## src/shared/pist_params.svh

```systemverilog
/*
 Offsets, field positions and reset values of the interrupt status tree.
 Assumes inclusion by bare name from design files.
*/
`ifndef PIST_PARAMS_SVH
`define PIST_PARAMS_SVH

// printed offsets are not all multiples of four: they are indices
`define PIST_IDX_TOP         8'h5A
`define PIST_IDX_REGSUM      8'h5B
`define PIST_IDX_PAIRA       8'h5C
`define PIST_IDX_GRPIN       8'h60
`define PIST_RESET_BYTE      8'h00
`define PIST_BIT_FSM         7
`define PIST_BIT_SEVERE      6
`define PIST_BIT_MODERATE    5
`define PIST_BIT_MISC        4
`define PIST_BIT_STARTUP     3
`define PIST_BIT_GPIO        2
`define PIST_BIT_VMON        1
`define PIST_BIT_REG         0
`define PIST_BIT_PAIRB       1
`define PIST_BIT_PAIRA       0
`define PIST_FLAGS           8

`endif

```

## src/shared/pist_pkg.sv

```systemverilog
/*
 Types of the interrupt status tree.
 Assumes the params header is compiled alongside.
*/
`default_nettype none
package pist_pkg;
	typedef struct packed {
		logic [7:0] fsmErr;
		logic [7:0] severeErr;
		logic [7:0] moderateErr;
		logic [7:0] misc;
		logic [7:0] startup;
		logic [7:0] gpio;
		logic [7:0] vmon;
		logic [7:0] pairB;
	} pist_groups_t;

	// one pulse per fault; bit layout matches the pair register
	typedef struct packed {
		logic [7:0] events;
	} pist_pair_evt_t;

	typedef enum logic [1:0] {
		PIST_W_IDLE = 2'b00,
		PIST_W_RESP = 2'b01
	} pist_wstate_t;

	typedef enum logic [0:0] {
		PIST_R_IDLE = 1'b0,
		PIST_R_DATA = 1'b1
	} pist_rstate_t;
endpackage
`default_nettype wire

```

## src/hw/pist_flag_bank.sv

```systemverilog
/*
 Bank of latched write-one-to-clear flags.
 Assumes events and the clear strobe are on clk.
*/
`timescale 1ns/1ps
`default_nettype none
`include "pist_params.svh"
module pist_flag_bank
(
	input  wire logic        clk,
	input  wire logic        nrst,
	input  wire logic [7:0]  setPulse,
	input  wire logic        clrStrobe,
	input  wire logic [7:0]  clrMask,
	output logic      [7:0]  flags
);
	typedef struct packed {
		logic [7:0] flags;
	} pist_bank_state_t;

	pist_bank_state_t state_q;
	pist_bank_state_t state_d;
	logic [7:0]       nxtFlags;

	genvar i;

	// set after clear so a fresh fault is never lost
	generate
		for (i = 0; i < `PIST_FLAGS; i++)
		begin : g_flag
			assign nxtFlags[i] = setPulse[i] | (state_q.flags[i] & ~(clrStrobe & clrMask[i]));
		end
	endgenerate

	always_comb
	begin
		state_d = state_q;
		state_d.flags = nxtFlags;
	end

	always_ff @(posedge clk)
	begin
		if (!nrst)
			state_q <= '0;
		else
			state_q <= state_d;
	end

	assign flags = state_q.flags;
endmodule
`default_nettype wire

```

## src/hw/pist_status_tree.sv

```systemverilog
/*
 Hierarchical interrupt status tree behind an AXI4-Lite slave.
 Assumes group registers outside feed their current contents on groups,
 and fault events arrive as one-cycle pulses on clk.
*/
`timescale 1ns/1ps
`default_nettype none
`include "pist_params.svh"
// What this block does
// - top bit 7 mirrors state machine errors
// - top bit 6 mirrors severe error group
// - top bit 5 mirrors moderate error group
// - top bit 4 mirrors miscellaneous group
// - top bit 3 mirrors startup group
// - top bit 2 mirrors pin event group
// - top bit 1 mirrors voltage monitor group
// - top bit 0 mirrors regulator summary
// - regulator summary bit 1 mirrors pair B
// - regulator summary bit 0 mirrors pair A
// - bit 7 latches regulator 2 current limit
// - bit 6 latches regulator 2 short circuit
// - bit 5 latches regulator 2 undervoltage
// - bit 4 latches regulator 2 overvoltage
// - bit 3 latches regulator 1 current limit
// - bit 2 latches regulator 1 short circuit
// - bit 1 latches regulator 1 undervoltage
// - bit 0 latches regulator 1 overvoltage
module pist_status_tree
(
	input  wire logic                  clk,
	input  wire logic                  nrst,
	input  wire pist_pkg::pist_groups_t groups,
	input  wire pist_pkg::pist_pair_evt_t pairEvt,
	input  wire logic [11:0]           s_axi_awaddr,
	input  wire logic                  s_axi_awvalid,
	output logic                       s_axi_awready,
	input  wire logic [31:0]           s_axi_wdata,
	input  wire logic [3:0]            s_axi_wstrb,
	input  wire logic                  s_axi_wvalid,
	output logic                       s_axi_wready,
	output logic [1:0]                 s_axi_bresp,
	output logic                       s_axi_bvalid,
	input  wire logic                  s_axi_bready,
	input  wire logic [11:0]           s_axi_araddr,
	input  wire logic                  s_axi_arvalid,
	output logic                       s_axi_arready,
	output logic [31:0]                s_axi_rdata,
	output logic [1:0]                 s_axi_rresp,
	output logic                       s_axi_rvalid,
	input  wire logic                  s_axi_rready,
	output logic [7:0]                 topSummary,
	output logic [7:0]                 regulatorSummary
);
	typedef struct packed {
		pist_pkg::pist_wstate_t wst;
		logic        awHave;
		logic [11:0] awAddr;
		logic        wHave;
		logic [7:0]  wData;
		logic        wLane0;
		logic        awReady;
		logic        wReady;
		logic        bValid;
		logic [1:0]  bResp;
		pist_pkg::pist_rstate_t rst;
		logic        arReady;
		logic        rValid;
		logic [31:0] rData;
		logic [1:0]  rResp;
		logic [7:0]  top;
		logic [7:0]  regSum;
	} pist_state_t;

	pist_state_t state_q;
	pist_state_t state_d;

	logic [7:0] pairA;
	logic       clrStrobe;
	logic [7:0] clrMask;
	logic [7:0] regSumNow;
	logic [7:0] topNow;

	// word address to register index, shared by read and write paths
	// limitation: address bits above the index are ignored, so registers alias
	function automatic logic [7:0] regIndex(input logic [11:0] addr);
		regIndex = addr[9:2];
	endfunction

	function automatic logic known(input logic [11:0] addr);
		logic [7:0] idx;
		idx = regIndex(addr);
		known = (idx == `PIST_IDX_TOP) || (idx == `PIST_IDX_REGSUM) || (idx == `PIST_IDX_PAIRA);
	endfunction

	pist_flag_bank u_pairA
	(
		.clk       (clk),
		.nrst      (nrst),
		.setPulse  (pairEvt.events),
		.clrStrobe (clrStrobe),
		.clrMask   (clrMask),
		.flags     (pairA)
	);

	always_comb
	begin
		regSumNow = 8'h00;
		regSumNow[`PIST_BIT_PAIRB] = |groups.pairB;
		regSumNow[`PIST_BIT_PAIRA] = |pairA;
		topNow = 8'h00;
		topNow[`PIST_BIT_FSM]      = |groups.fsmErr;
		topNow[`PIST_BIT_SEVERE]   = |groups.severeErr;
		topNow[`PIST_BIT_MODERATE] = |groups.moderateErr;
		topNow[`PIST_BIT_MISC]     = |groups.misc;
		topNow[`PIST_BIT_STARTUP]  = |groups.startup;
		topNow[`PIST_BIT_GPIO]     = |groups.gpio;
		topNow[`PIST_BIT_VMON]     = |groups.vmon;
		topNow[`PIST_BIT_REG]      = |regSumNow;
	end

	// a clear is a write of lane 0 to the pair register; zeros clear nothing
	assign clrStrobe = (state_q.wst == pist_pkg::PIST_W_IDLE) && state_q.awHave && state_q.wHave
		&& state_q.wLane0 && (regIndex(state_q.awAddr) == `PIST_IDX_PAIRA);
	assign clrMask = state_q.wData;

	always_comb
	begin
		state_d = state_q;
		state_d.top = topNow;
		state_d.regSum = regSumNow;
		state_d.awReady = 1'b0;
		state_d.wReady = 1'b0;
		state_d.arReady = 1'b0;
		// write: collect address and data in either order
		case (state_q.wst)
			pist_pkg::PIST_W_IDLE:
			begin
				if (state_q.awHave && state_q.wHave)
				begin
					state_d.bValid = 1'b1;
					state_d.bResp = known(state_q.awAddr) ? 2'b00 : 2'b10;
					state_d.wst = pist_pkg::PIST_W_RESP;
				end
				else
				begin
					if (s_axi_awvalid && state_q.awReady)
					begin
						state_d.awHave = 1'b1;
						state_d.awAddr = s_axi_awaddr;
					end
					else if (!state_q.awHave && !state_q.awReady)
						state_d.awReady = 1'b1;
					if (s_axi_wvalid && state_q.wReady)
					begin
						state_d.wHave = 1'b1;
						state_d.wData = s_axi_wdata[7:0];
						state_d.wLane0 = s_axi_wstrb[0];
					end
					else if (!state_q.wHave && !state_q.wReady)
						state_d.wReady = 1'b1;
				end
			end
			pist_pkg::PIST_W_RESP:
			begin
				if (s_axi_bready)
				begin
					state_d.bValid = 1'b0;
					state_d.awHave = 1'b0;
					state_d.wHave = 1'b0;
					state_d.wst = pist_pkg::PIST_W_IDLE;
				end
			end
			default:
			begin
				state_d.wst = pist_pkg::PIST_W_IDLE;
			end
		endcase
		// read: reserved and upper bits read zero
		case (state_q.rst)
			pist_pkg::PIST_R_IDLE:
			begin
				if (s_axi_arvalid && state_q.arReady)
				begin
					state_d.rValid = 1'b1;
					state_d.rResp = 2'b00;
					state_d.rData = 32'h0000_0000;
					case (regIndex(s_axi_araddr))
						`PIST_IDX_TOP:    state_d.rData[7:0] = state_q.top;
						`PIST_IDX_REGSUM: state_d.rData[7:0] = state_q.regSum;
						`PIST_IDX_PAIRA:  state_d.rData[7:0] = pairA;
						default:          state_d.rResp = 2'b10;
					endcase
					state_d.rst = pist_pkg::PIST_R_DATA;
				end
				else
					state_d.arReady = !state_q.arReady;
			end
			pist_pkg::PIST_R_DATA:
			begin
				if (s_axi_rready)
				begin
					state_d.rValid = 1'b0;
					state_d.rst = pist_pkg::PIST_R_IDLE;
				end
			end
			default:
			begin
				state_d.rst = pist_pkg::PIST_R_IDLE;
			end
		endcase
	end

	always_ff @(posedge clk)
	begin
		if (!nrst)
		begin
			state_q <= '0;
		end
		else
		begin
			state_q <= state_d;
		end
	end

	assign s_axi_awready    = state_q.awReady;
	assign s_axi_wready     = state_q.wReady;
	assign s_axi_bvalid     = state_q.bValid;
	assign s_axi_bresp      = state_q.bResp;
	assign s_axi_arready    = state_q.arReady;
	assign s_axi_rvalid     = state_q.rValid;
	assign s_axi_rdata      = state_q.rData;
	assign s_axi_rresp      = state_q.rResp;
	assign topSummary       = state_q.top;
	assign regulatorSummary = state_q.regSum;
endmodule
`default_nettype wire

```

## config.mk

```make
export PLATFORM = sky130hd
export DESIGN_NAME = pist_status_tree
export DESIGN_NICKNAME = d
export VERILOG_FILES = /design/src/shared/pist_pkg.sv /design/src/hw/pist_flag_bank.sv /design/src/hw/pist_status_tree.sv
export VERILOG_INCLUDE_DIRS = /design/src /design/src/shared
export SDC_FILE = /design/constraint.sdc
export NUM_CORES = 1
export LEC_CHECK = 0
export ABC_AREA = 1
export BUFFER_PORTS_ARGS = -buffer_cell sky130_fd_sc_hd__clkbuf_2
export CAP_MARGIN = 5
export CORE_MARGIN = 5
export CORE_UTILIZATION = 36
export DETAILED_ROUTE_END_ITERATION = 16
export PLACE_DENSITY = 0.76
export SYNTH_ARGS = -nofsm -noshare
export SYNTH_HDL_FRONTEND = slang
export SYNTH_SLANG_ARGS = --single-unit
```

## constraint.sdc

```tcl
create_clock -name clk -period 1.2 [get_ports clk]
set_clock_uncertainty 0.2 [all_clocks]
set_input_delay 0.06 -clock clk [delete_from_list [all_inputs] [get_ports clk]]
set_output_delay 0.06 -clock clk [all_outputs]
set_load 0.01 [all_outputs]
```

==> results of run 1 <==
## synth_stat cells, types with 2 or more instances
library cell,number
buf_6,2
nor2_1,53
a21oi_1,28
o21ai_1,11
buf_4,53
dfxtp_1,54
nand2_2,4
inv_1,14
a21oi_2,2
nor2_4,5
o21ai_0,16
nand3_1,28
nor2_2,2
inv_2,4
clkbuf_1,5
nand2_1,33
nor4_1,18
## routing by layer
metal / up-vias / routed length, um / GRT usage [%]
met5: - / 0 / 0
met4: 0 / 596 / 12.1
met3: 55 / 476 / 3.59
met2: 141 / 5100 / 36.6
met1: 1407 / 3560 / 21.8
li1: 1481 / - / -
## cell type report
class                      instances  area share, %
sequential                        54           24.3
clock buffer                       5           1.54
timing repair buffer             243           40.3
inverter                          19           1.73
clock inverter                     3          0.530
multi-input combinational        236           28.8
tap                               99           2.76
## state kept, by name (all words and copies together) (netlist names), 2 cells and up
name / count
state_q: 13
clrMask: 8
s_axi_rdata: 8
topSummary: 8
u_pairA.flags: 8
regulatorSummary: 2
## repair_timing
item / in CTS / in global routing
pin swaps: 4 / 19
cloned: 0 / 0
setup buffers: 0 / 10
gates resized for setup: 26 / 41
endpoints found under the hold margin: 43 / 2
setup endpoints to repair: 33 / 41
## where the power goes
part	leakage, nW	switching [mW]	total [mW]	internal, mW
Combinational	1.56	0.434	0.940	0.507
Clock	0.0408	0.632	1.05	0.419
Sequential	0.449	0.0988	2.01	1.92
Total	2.05	1.16	4.01	2.84
## worst register-to-register path: stages, from the launching register on
cell and delay (ps):
dfxtp_2 350, nor2_2 130, nand3_2 110, nor2_4 180, buf_6 140, nand3_2 70
a21oi_2 140, nor2_1 50
## per-stage QoR
stage                     util, %  TNS, ps  hold WS (ps)  setup slack, ps
after floorplan                 -     -756         -22.6            -50.8
after global placement       44.6    -1440          70.1             -110
after detailed placement     44.6    -2030          82.2             -210
after CTS                    59.5    -1500         -60.4             -160
after global routing         62.8    -5590         -60.4             -334
final                        62.8    -3720         -65.2             -265
## how the worst min path moves through the flow
stage / start / end / slack, ps / cells after the start
6_report: groups[1] / regulatorSummary[1] / -70 / 4
2_1_floorplan: pairEvt[0] / u_pairA.flags[0] / -20 / 2
4_1_cts: groups[1] / regulatorSummary[1] / -60 / 4
5_1_grt: groups[1] / regulatorSummary[1] / -60 / 4
3_5_place_dp: pairEvt[6] / u_pairA.flags[6] / 80 / 3
3_3_place_gp: pairEvt[6] / u_pairA.flags[6] / 70 / 3
## placed cells by master (no fill, tap or decap), drive strengths merged
cell type / synthesis / final
a21oi: 30 / 30
and2: 1 / 1
buf: 55 / 24
clkbuf: 5 / 132
clkinv: 1 / 1
clkinvlp: 0 / 2
conb: 1 / 32
dfxtp: 54 / 54
dlygate4sd3: 0 / 91
dlymetal6s4s: 0 / 1
inv: 18 / 19
nand2: 37 / 37
nand3: 29 / 29
nand4: 1 / 1
nor2: 60 / 60
nor3: 1 / 1
nor4: 18 / 18
o21ai: 27 / 27
## cell families after synthesis
group / synth area share (%)
AND/OR/NAND/NOR: 26.9
AO/OA/AOI/OAI: 11.3
other: 0.145
buffers and inverters: 19.8
flip-flops: 41.8
==> flow_summary.ini, run 1 <==
[synth]
synthDistinctLibCells = 23
yosys_warnings = 0
synthCells = 338
synth_edf_count = 0
seq_area_frac_synth_pct = 41.8
ys_ff_latch = 54
netlist.area_leader.share_pct = 41.8
yosys.area.top_type = dfxtp_1
syn_area_um2 = 2590
syn_area_per_cell_um2 = 7.65
ys.flop_type = dfxtp_1
synth.top_cells.by_area = dfxtp_1 42%, buf_4 15%, nor2_1 7.7%, a21oi_1 5.4%, nand3_1 5.4%
synthArstFlopShare_pct = 0

[cts]
cts_buffers = 5
clk_latency_ps = 320
clock_sinks = 54
cts_htree_levels = 2
root_buffer = clkbuf_8
clock_path_buffers = 2
cts_tree = yes
cts_hold_buf = 92
path_clk_slew_ps = 100

[cells_and_area]
finalNonFillerCells = 659
multiInputGateArea_um2 = 1290
fill_cells = 580
area_growth_pct = 73.3
nets = 698
seqCellArea_um2 = 1090
drive_above_1_share_pct = 40.4
num_antenna_cells = 0
design_area_um2 = 4480

[detailed_routing]
drt_wl_total_um = 9730
drt_iter0_drc = 131
first_pass_iters = 5
routedWlPerCell_um = 14.8
routed_via_density = 4.68
drcViolationCount = 0
ant_nets = 0
via_count = 3084

[critical_path]
cpMaxStageDelayCell = dfxtp_2
crit_chain = nor2_2 -> nand3_2 -> nor2_4 -> buf_6 -> nand3_2 -> a21oi_2 -> nor2_1
endpoint = u_pairA.flags[6]
cp-start-kind = flip-flop
worstPathArrival_ps = 1470
r2r_end = u_pairA.flags[6]
crit_start = state_q[70]
cp_num_cells = 7
max_stage_delay_ps = 350
crit_path_end_kind = flip-flop
cp_max_fo = 5
required_ps = 1210
reg2reg_from = state_q[70]
critPathBufInv = 1
worst_path_most_repeated_cell = nand3_2
reg2reg_depth = 7
cpLargestDelayFamily = simple AND/OR/NAND/NOR gates
worst-setup-path-type = flip-flop to flip-flop
reg2reg_setup_slack_ps = -270

[placed_design]
place_inst = 550
portBuffers = 128
placed_cell_area_um2 = 3190
gp_congestion = 0.808
dp_hpwl_um = 5750

[die]
die_h_um = 94.8
ioPinCount = 196
floorplan.initialDensity_pct = 36.2
die_area_um2 = 8980
core_um2 = 7140
rows = 31
die_x_um = 94.8

[min_path]
min_path_type = input pin to flip-flop

[power_and_ir_drop]
p_leak_nw = 2.05
vdd_drop_max_uv = 763
finalPower_mw = 4.01
power_density_nw_per_um2 = 894

[timing]
rsz0062_at_grt = true
finalHoldViolations = 3
hold_ws_ps = -65.2
slew_viol_final = 0
setup_slack_ps = -265
fmax_mhz = 682
timing.final.crit_share_pct = 122
setup_violations = 27
fin_crit_ps = 1470

[global_routing]
overflow = 0
grt_usage_pct = 20.2
antenna_found_initial = 0
grt_max_degree = 28
grt_pass1_wl_um = 14100
grt_pass1_vias = 3075

[run_status]
violations = hold timing, setup timing
status = finished, violations left

[run]
cap_viol_max_count = 0
No activity file was read; power rests on OpenSTA's default activity.
==> run 2, diff against run 1 <==
==> constraint.sdc (replaced) <==
create_clock -name clk -period 1.3 [get_ports clk]
set_clock_uncertainty 0.2 [all_clocks]
set_input_delay 0.065 -clock clk [delete_from_list [all_inputs] [get_ports clk]]
set_output_delay 0.065 -clock clk [all_outputs]
set_load 0.01 [all_outputs]
==> flow_summary.ini, run 2 (synthesized netlist as in run 1, its figures left out) <==
[cts]
clk_latency_ps = 300
root_buffer = clkbuf_8
cts_htree_levels = 2
clock_path_buffers = 2
clock_sinks = 54
path_clk_slew_ps = 100
cts_buffers = 5
cts_tree = yes

[detailed_routing]
routedWlPerCell_um = 13.7
drcViolationCount = 0
via_count = 3045
first_pass_iters = 4
routed_via_density = 4.67
drt_iter0_drc = 140
drt_wl_total_um = 8920
ant_nets = 0

[run_status]
status = finished, violations left
violations = setup timing

[global_routing]
overflow = 0
met2_usage_pct = 34.7
grt_max_degree = 24
antenna_found_initial = 0
grt_usage_pct = 19.6
grt_pass1_wl_um = 13900
busiest_layer = met2
met3_usage_pct = 3.90
grt_pass1_vias = 3129
met1_usage_pct = 20.4

[critical_path]
reg2reg_setup_slack_ps = -150
reg2reg_depth = 6
worst-setup-path-type = flip-flop to flip-flop
crit_path_end_kind = flip-flop
required_ps = 1300
r2r_end = u_pairA.flags[6]
cp_max_fo = 8
worstPathArrival_ps = 1450
reg2reg_from = state_q[71]
cp-start-kind = flip-flop

[cells_and_area]
drive_above_1_share_pct = 37.1
largest_reg_flops = 13
design_area_um2 = 4380
layout_commonest_cell = clkbuf_2
regMostFlops = state_q
area_growth_pct = 69.4
mostFrequentLayoutCells = 128 x clkbuf_2, 93 x dlygate4sd3_1, 48 x dfxtp_1
multiInputGateArea_um2 = 1240
seqCellArea_um2 = 1090
nets = 691
num_antenna_cells = 0
fill_cells = 610
postLayoutCoreUtil_pct = 61.4

[power_and_ir_drop]
clkPwrFrac_pct = 29.5
power.internal_mw = 2.79
pwr-share-seq_pct = 48.6
vdd_drop_max_uv = 468
power_frac_comb_pct = 21.8
power_switching_share_pct = 26.6
power_density_nw_per_um2 = 868
p_switching_mw = 1.01
p_leak_nw = 2.00
finalPower_mw = 3.81

[timing]
fmax_mhz = 691
timing.final.crit_share_pct = 111
fin_crit_ps = 1450
hold_ws_ps = 14.6
setup_slack_ps = -147
finalHoldViolations = 0
setup_violations = 8
rsz0062_at_grt = true
slew_viol_final = 0

[placed_design]
place_ws_ps = -148
dp_hpwl_um = 5740
placed_cell_area_um2 = 3160
portBuffers = 128
gp_congestion = 0.796

[run]
cap_viol_max_count = 0

[die]
floorplan.initialDensity_pct = 36.2
die_h_um = 94.8
ioPinCount = 196
die_area_um2 = 8980
rows = 31
die_x_um = 94.8
core_um2 = 7140

[min_path]
min-delay-start = s_axi_wvalid
min_path_type = input pin to flip-flop
holdPathStages = 5
hold_end = state_q[67]
-- run 2: changes by cell type in the layout (fill, tap and decap cells not counted), sizes merged --
cell,previous run,this run
dlygate4sd3,91,93
dlymetal6s4s,1,0
clkbuf,132,133
bufinv,0,1
inv,19,18
buf,24,15
-- run 2: routing by layer --
layer / up-vias / part of all wire, %
met4: 0 / 6.4
met5: - / 0
met2: 144 / 52
met3: 54 / 5.6
li1: 1467 / -
met1: 1380 / 36
-- run 2: what timing repair did --
action,in CTS,in global routing
cloned,0,1
hold buffers,93,0
setup buffers,1,1
endpoints found under the hold margin,49,0
resized for setup,20,41
pin swaps,4,11
endpoints found under the setup margin,24,38
-- run 2: cell type report --
| cell class | instances | area share (%) |
|---|---|---|
| Tap cell | 99 | 2.83 |
| Multi-Input combinational cell | 236 | 28.4 |
| Sequential cell | 54 | 25.0 |
| Inverter | 19 | 1.83 |
| Clock buffer | 5 | 1.57 |
| Timing Repair Buffer | 236 | 39.4 |
| Clock inverter | 3 | 1.03 |
-- run 2: per-stage QoR --
stage | setup TNS, ps | cells
6_report | -1070 | 652
5_1_grt | -2660 | 652
4_1_cts | -584 | 650
3_5_place_dp | -1030 | 548
3_3_place_gp | -722 | 548
2_1_floorplan | 0 | 369
-- run 2: power by group through the flow --
stage | Combinational (mW) | Sequential, mW | Clock (mW)
after global placement | 0.529 | 1.86 | 0
after CTS | 0.776 | 1.84 | 1.15
after detailed placement | 0.542 | 1.87 | 0
after global routing | 0.907 | 1.87 | 1.23
after floorplan | 0.360 | 1.86 | 0
final | 0.830 | 1.85 | 1.12
-- run 2: worst max path at each step --
| stage | startpoint | endpoint | slack [ps] | cells after the start |
|---|---|---|---|---|
| after floorplan | state_q[70] | u_pairA.flags[2] | 20 | 6 |
| after global placement | state_q[70] | u_pairA.flags[7] | -120 | 6 |
| after detailed placement | state_q[70] | u_pairA.flags[6] | -150 | 6 |
| after CTS | state_q[77] | u_pairA.flags[1] | -80 | 6 |
| final | state_q[71] | u_pairA.flags[6] | -150 | 6 |
| after global routing | state_q[71] | u_pairA.flags[6] | -240 | 6 |
-- run 2: critical path, cell delays in order, from the launching register on --
cell	delay, ps
dfxtp_2	340
nor2_2	130
nand3_2	110
nor2_4	270
nand3_2	110
a21oi_1	140
nor2_1	50
==> run 3, diff against run 2 <==
--- a/config.mk
+++ b/config.mk
@@ -12,6 +12,7 @@
 export CORE_MARGIN = 5
 export CORE_UTILIZATION = 36
 export DETAILED_ROUTE_END_ITERATION = 16
+export MAX_ROUTING_LAYER = met4
 export PLACE_DENSITY = 0.76
 export SYNTH_ARGS = -nofsm -noshare
 export SYNTH_HDL_FRONTEND = slang
==> flow_summary.ini, run 3 (synthesized netlist as in run 1, its figures left out) <==
[global_routing]
grt_pass1_vias = 3139
grt_usage_pct = 20.2
grt_max_degree = 24
overflow = 0
grt_pass1_wl_um = 13900
antenna_found_initial = 0

[cells_and_area]
postLayoutCoreUtil_pct = 61.4
fill_cells = 610
largest_reg_flops = 13
nets = 691
seqCellArea_um2 = 1090
area_growth_pct = 69.4
num_antenna_cells = 0
regMostFlops = state_q
multiInputGateArea_um2 = 1240
mostFrequentLayoutCells = 128 x clkbuf_2, 93 x dlygate4sd3_1, 48 x dfxtp_1
layout_commonest_cell = clkbuf_2
drive_above_1_share_pct = 37.1

[power_and_ir_drop]
power_frac_comb_pct = 21.8
p_switching_mw = 1.01
power_density_nw_per_um2 = 868
clkPwrFrac_pct = 29.5
vdd_drop_max_uv = 468
power.internal_mw = 2.79
finalPower_mw = 3.80
pwr-share-seq_pct = 48.7
p_leak_nw = 2.00
power_switching_share_pct = 26.6

[placed_design]
portBuffers = 128
dp_hpwl_um = 5740
gp_congestion = 0.807

[critical_path]
critPathBufInv = 0
worst-setup-path-type = flip-flop to flip-flop
max_stage_delay_ps = 340
cpMaxStageDelayCell = dfxtp_2
required_ps = 1300
worstPathArrival_ps = 1450
crit_chain = nor2_2 -> nand3_2 -> nor2_4 -> nand3_2 -> a21oi_2 -> nor2_1
cp-start-kind = flip-flop
cp_max_fo = 8
worst_path_most_repeated_cell = nand3_2
cpLargestDelayFamily = simple AND/OR/NAND/NOR gates
crit_path_end_kind = flip-flop

[detailed_routing]
ant_nets = 0
drt_iter0_drc = 142
drcViolationCount = 0
drt_wl_total_um = 8930
routedWlPerCell_um = 13.7
first_pass_iters = 6
via_count = 3054
routed_via_density = 4.68

[cts]
path_clk_slew_ps = 100
clk_latency_ps = 300
cts_buffers = 5
clock_sinks = 54
cts_htree_levels = 2
cts_tree = yes
root_buffer = clkbuf_8
clock_path_buffers = 2

[die]
die_area_um2 = 8980
die_x_um = 94.8
die_h_um = 94.8
floorplan.initialDensity_pct = 36.2
rows = 31
core_um2 = 7140
ioPinCount = 196

[timing]
finalHoldViolations = 0
fmax_mhz = 689
fin_crit_ps = 1450
slew_viol_final = 0
timing.final.crit_share_pct = 112
setup_slack_ps = -151
rsz0062_at_grt = true
tns_ps = -1110
setup_violations = 8

[min_path]
min_path_type = input pin to flip-flop

[run_status]
status = finished, violations left
violations = setup timing

[run]
cap_viol_max_count = 0
## run 3: cell counts in the layout (fill, tap and decap cells not counted)
No cell type changed its count.
## run 3: worst reg2reg max path, stage by stage (launching register included)
cell	delay, ps
dfxtp_2	340
nor2_2	130
nand3_2	110
nor2_4	270
nand3_2	120
a21oi_2	120
nor2_1	60
## run 3: through the flow
step | instance area, um^2 | hold slack [ps] | setup slack (ps) | std cells
after floorplan | 2700 | -17.6 | 23.4 | 369
after CTS | 4260 | 6.94 | -81.7 | 650
after global placement | 3160 | 72.2 | -115 | 548
final | 4380 | 14.7 | -151 | 652
after detailed placement | 3160 | 80.5 | -148 | 548
after global routing | 4380 | 29.2 | -243 | 652
## run 3: worst paths after layout
check	startpoint	to	slack, ps	depth (start not counted)
setup / recovery	state_q[71]	u_pairA.flags[0]	-150	6
hold / removal	s_axi_wvalid	state_q[67]	10	5
setup reg to reg	state_q[71]	u_pairA.flags[0]	-150	6
hold reg to reg	s_axi_arready	s_axi_arready	240	1
## run 3: power groups by stage
stage | clock network (mW) | registers (mW) | logic [mW]
after floorplan | 0 | 1.86 | 0.360
after global placement | 0 | 1.86 | 0.529
after detailed placement | 0 | 1.87 | 0.542
after CTS | 1.15 | 1.84 | 0.776
after global routing | 1.23 | 1.87 | 0.908
final | 1.12 | 1.85 | 0.831
## run 3: per-layer routing
layer	wire, um	vias up	GRT usage [%]
li1	-	1467	-
met1	3290	1374	20.8
met2	4490	145	34.4
met3	495	68	3.43
met4	656	0	15.1
met5	0	-	-
## run 3: timing repair
action	in CTS	in global routing
hold endpoints to repair	49	0
buffers inserted	1	1
hold buffers	93	0
gates resized for setup	20	41
endpoints found under the setup margin	24	38
pin swaps	4	11
gates cloned	0	1
## run 3: layout make-up
class                      count  share of cell area [%]
timing repair buffer         236                    39.4
tap                           99                    2.83
clock buffer                   5                    1.57
clock inverter                 3                    1.03
inverter                      19                    1.83
sequential                    54                    25.0
multi-input combinational    236                    28.4
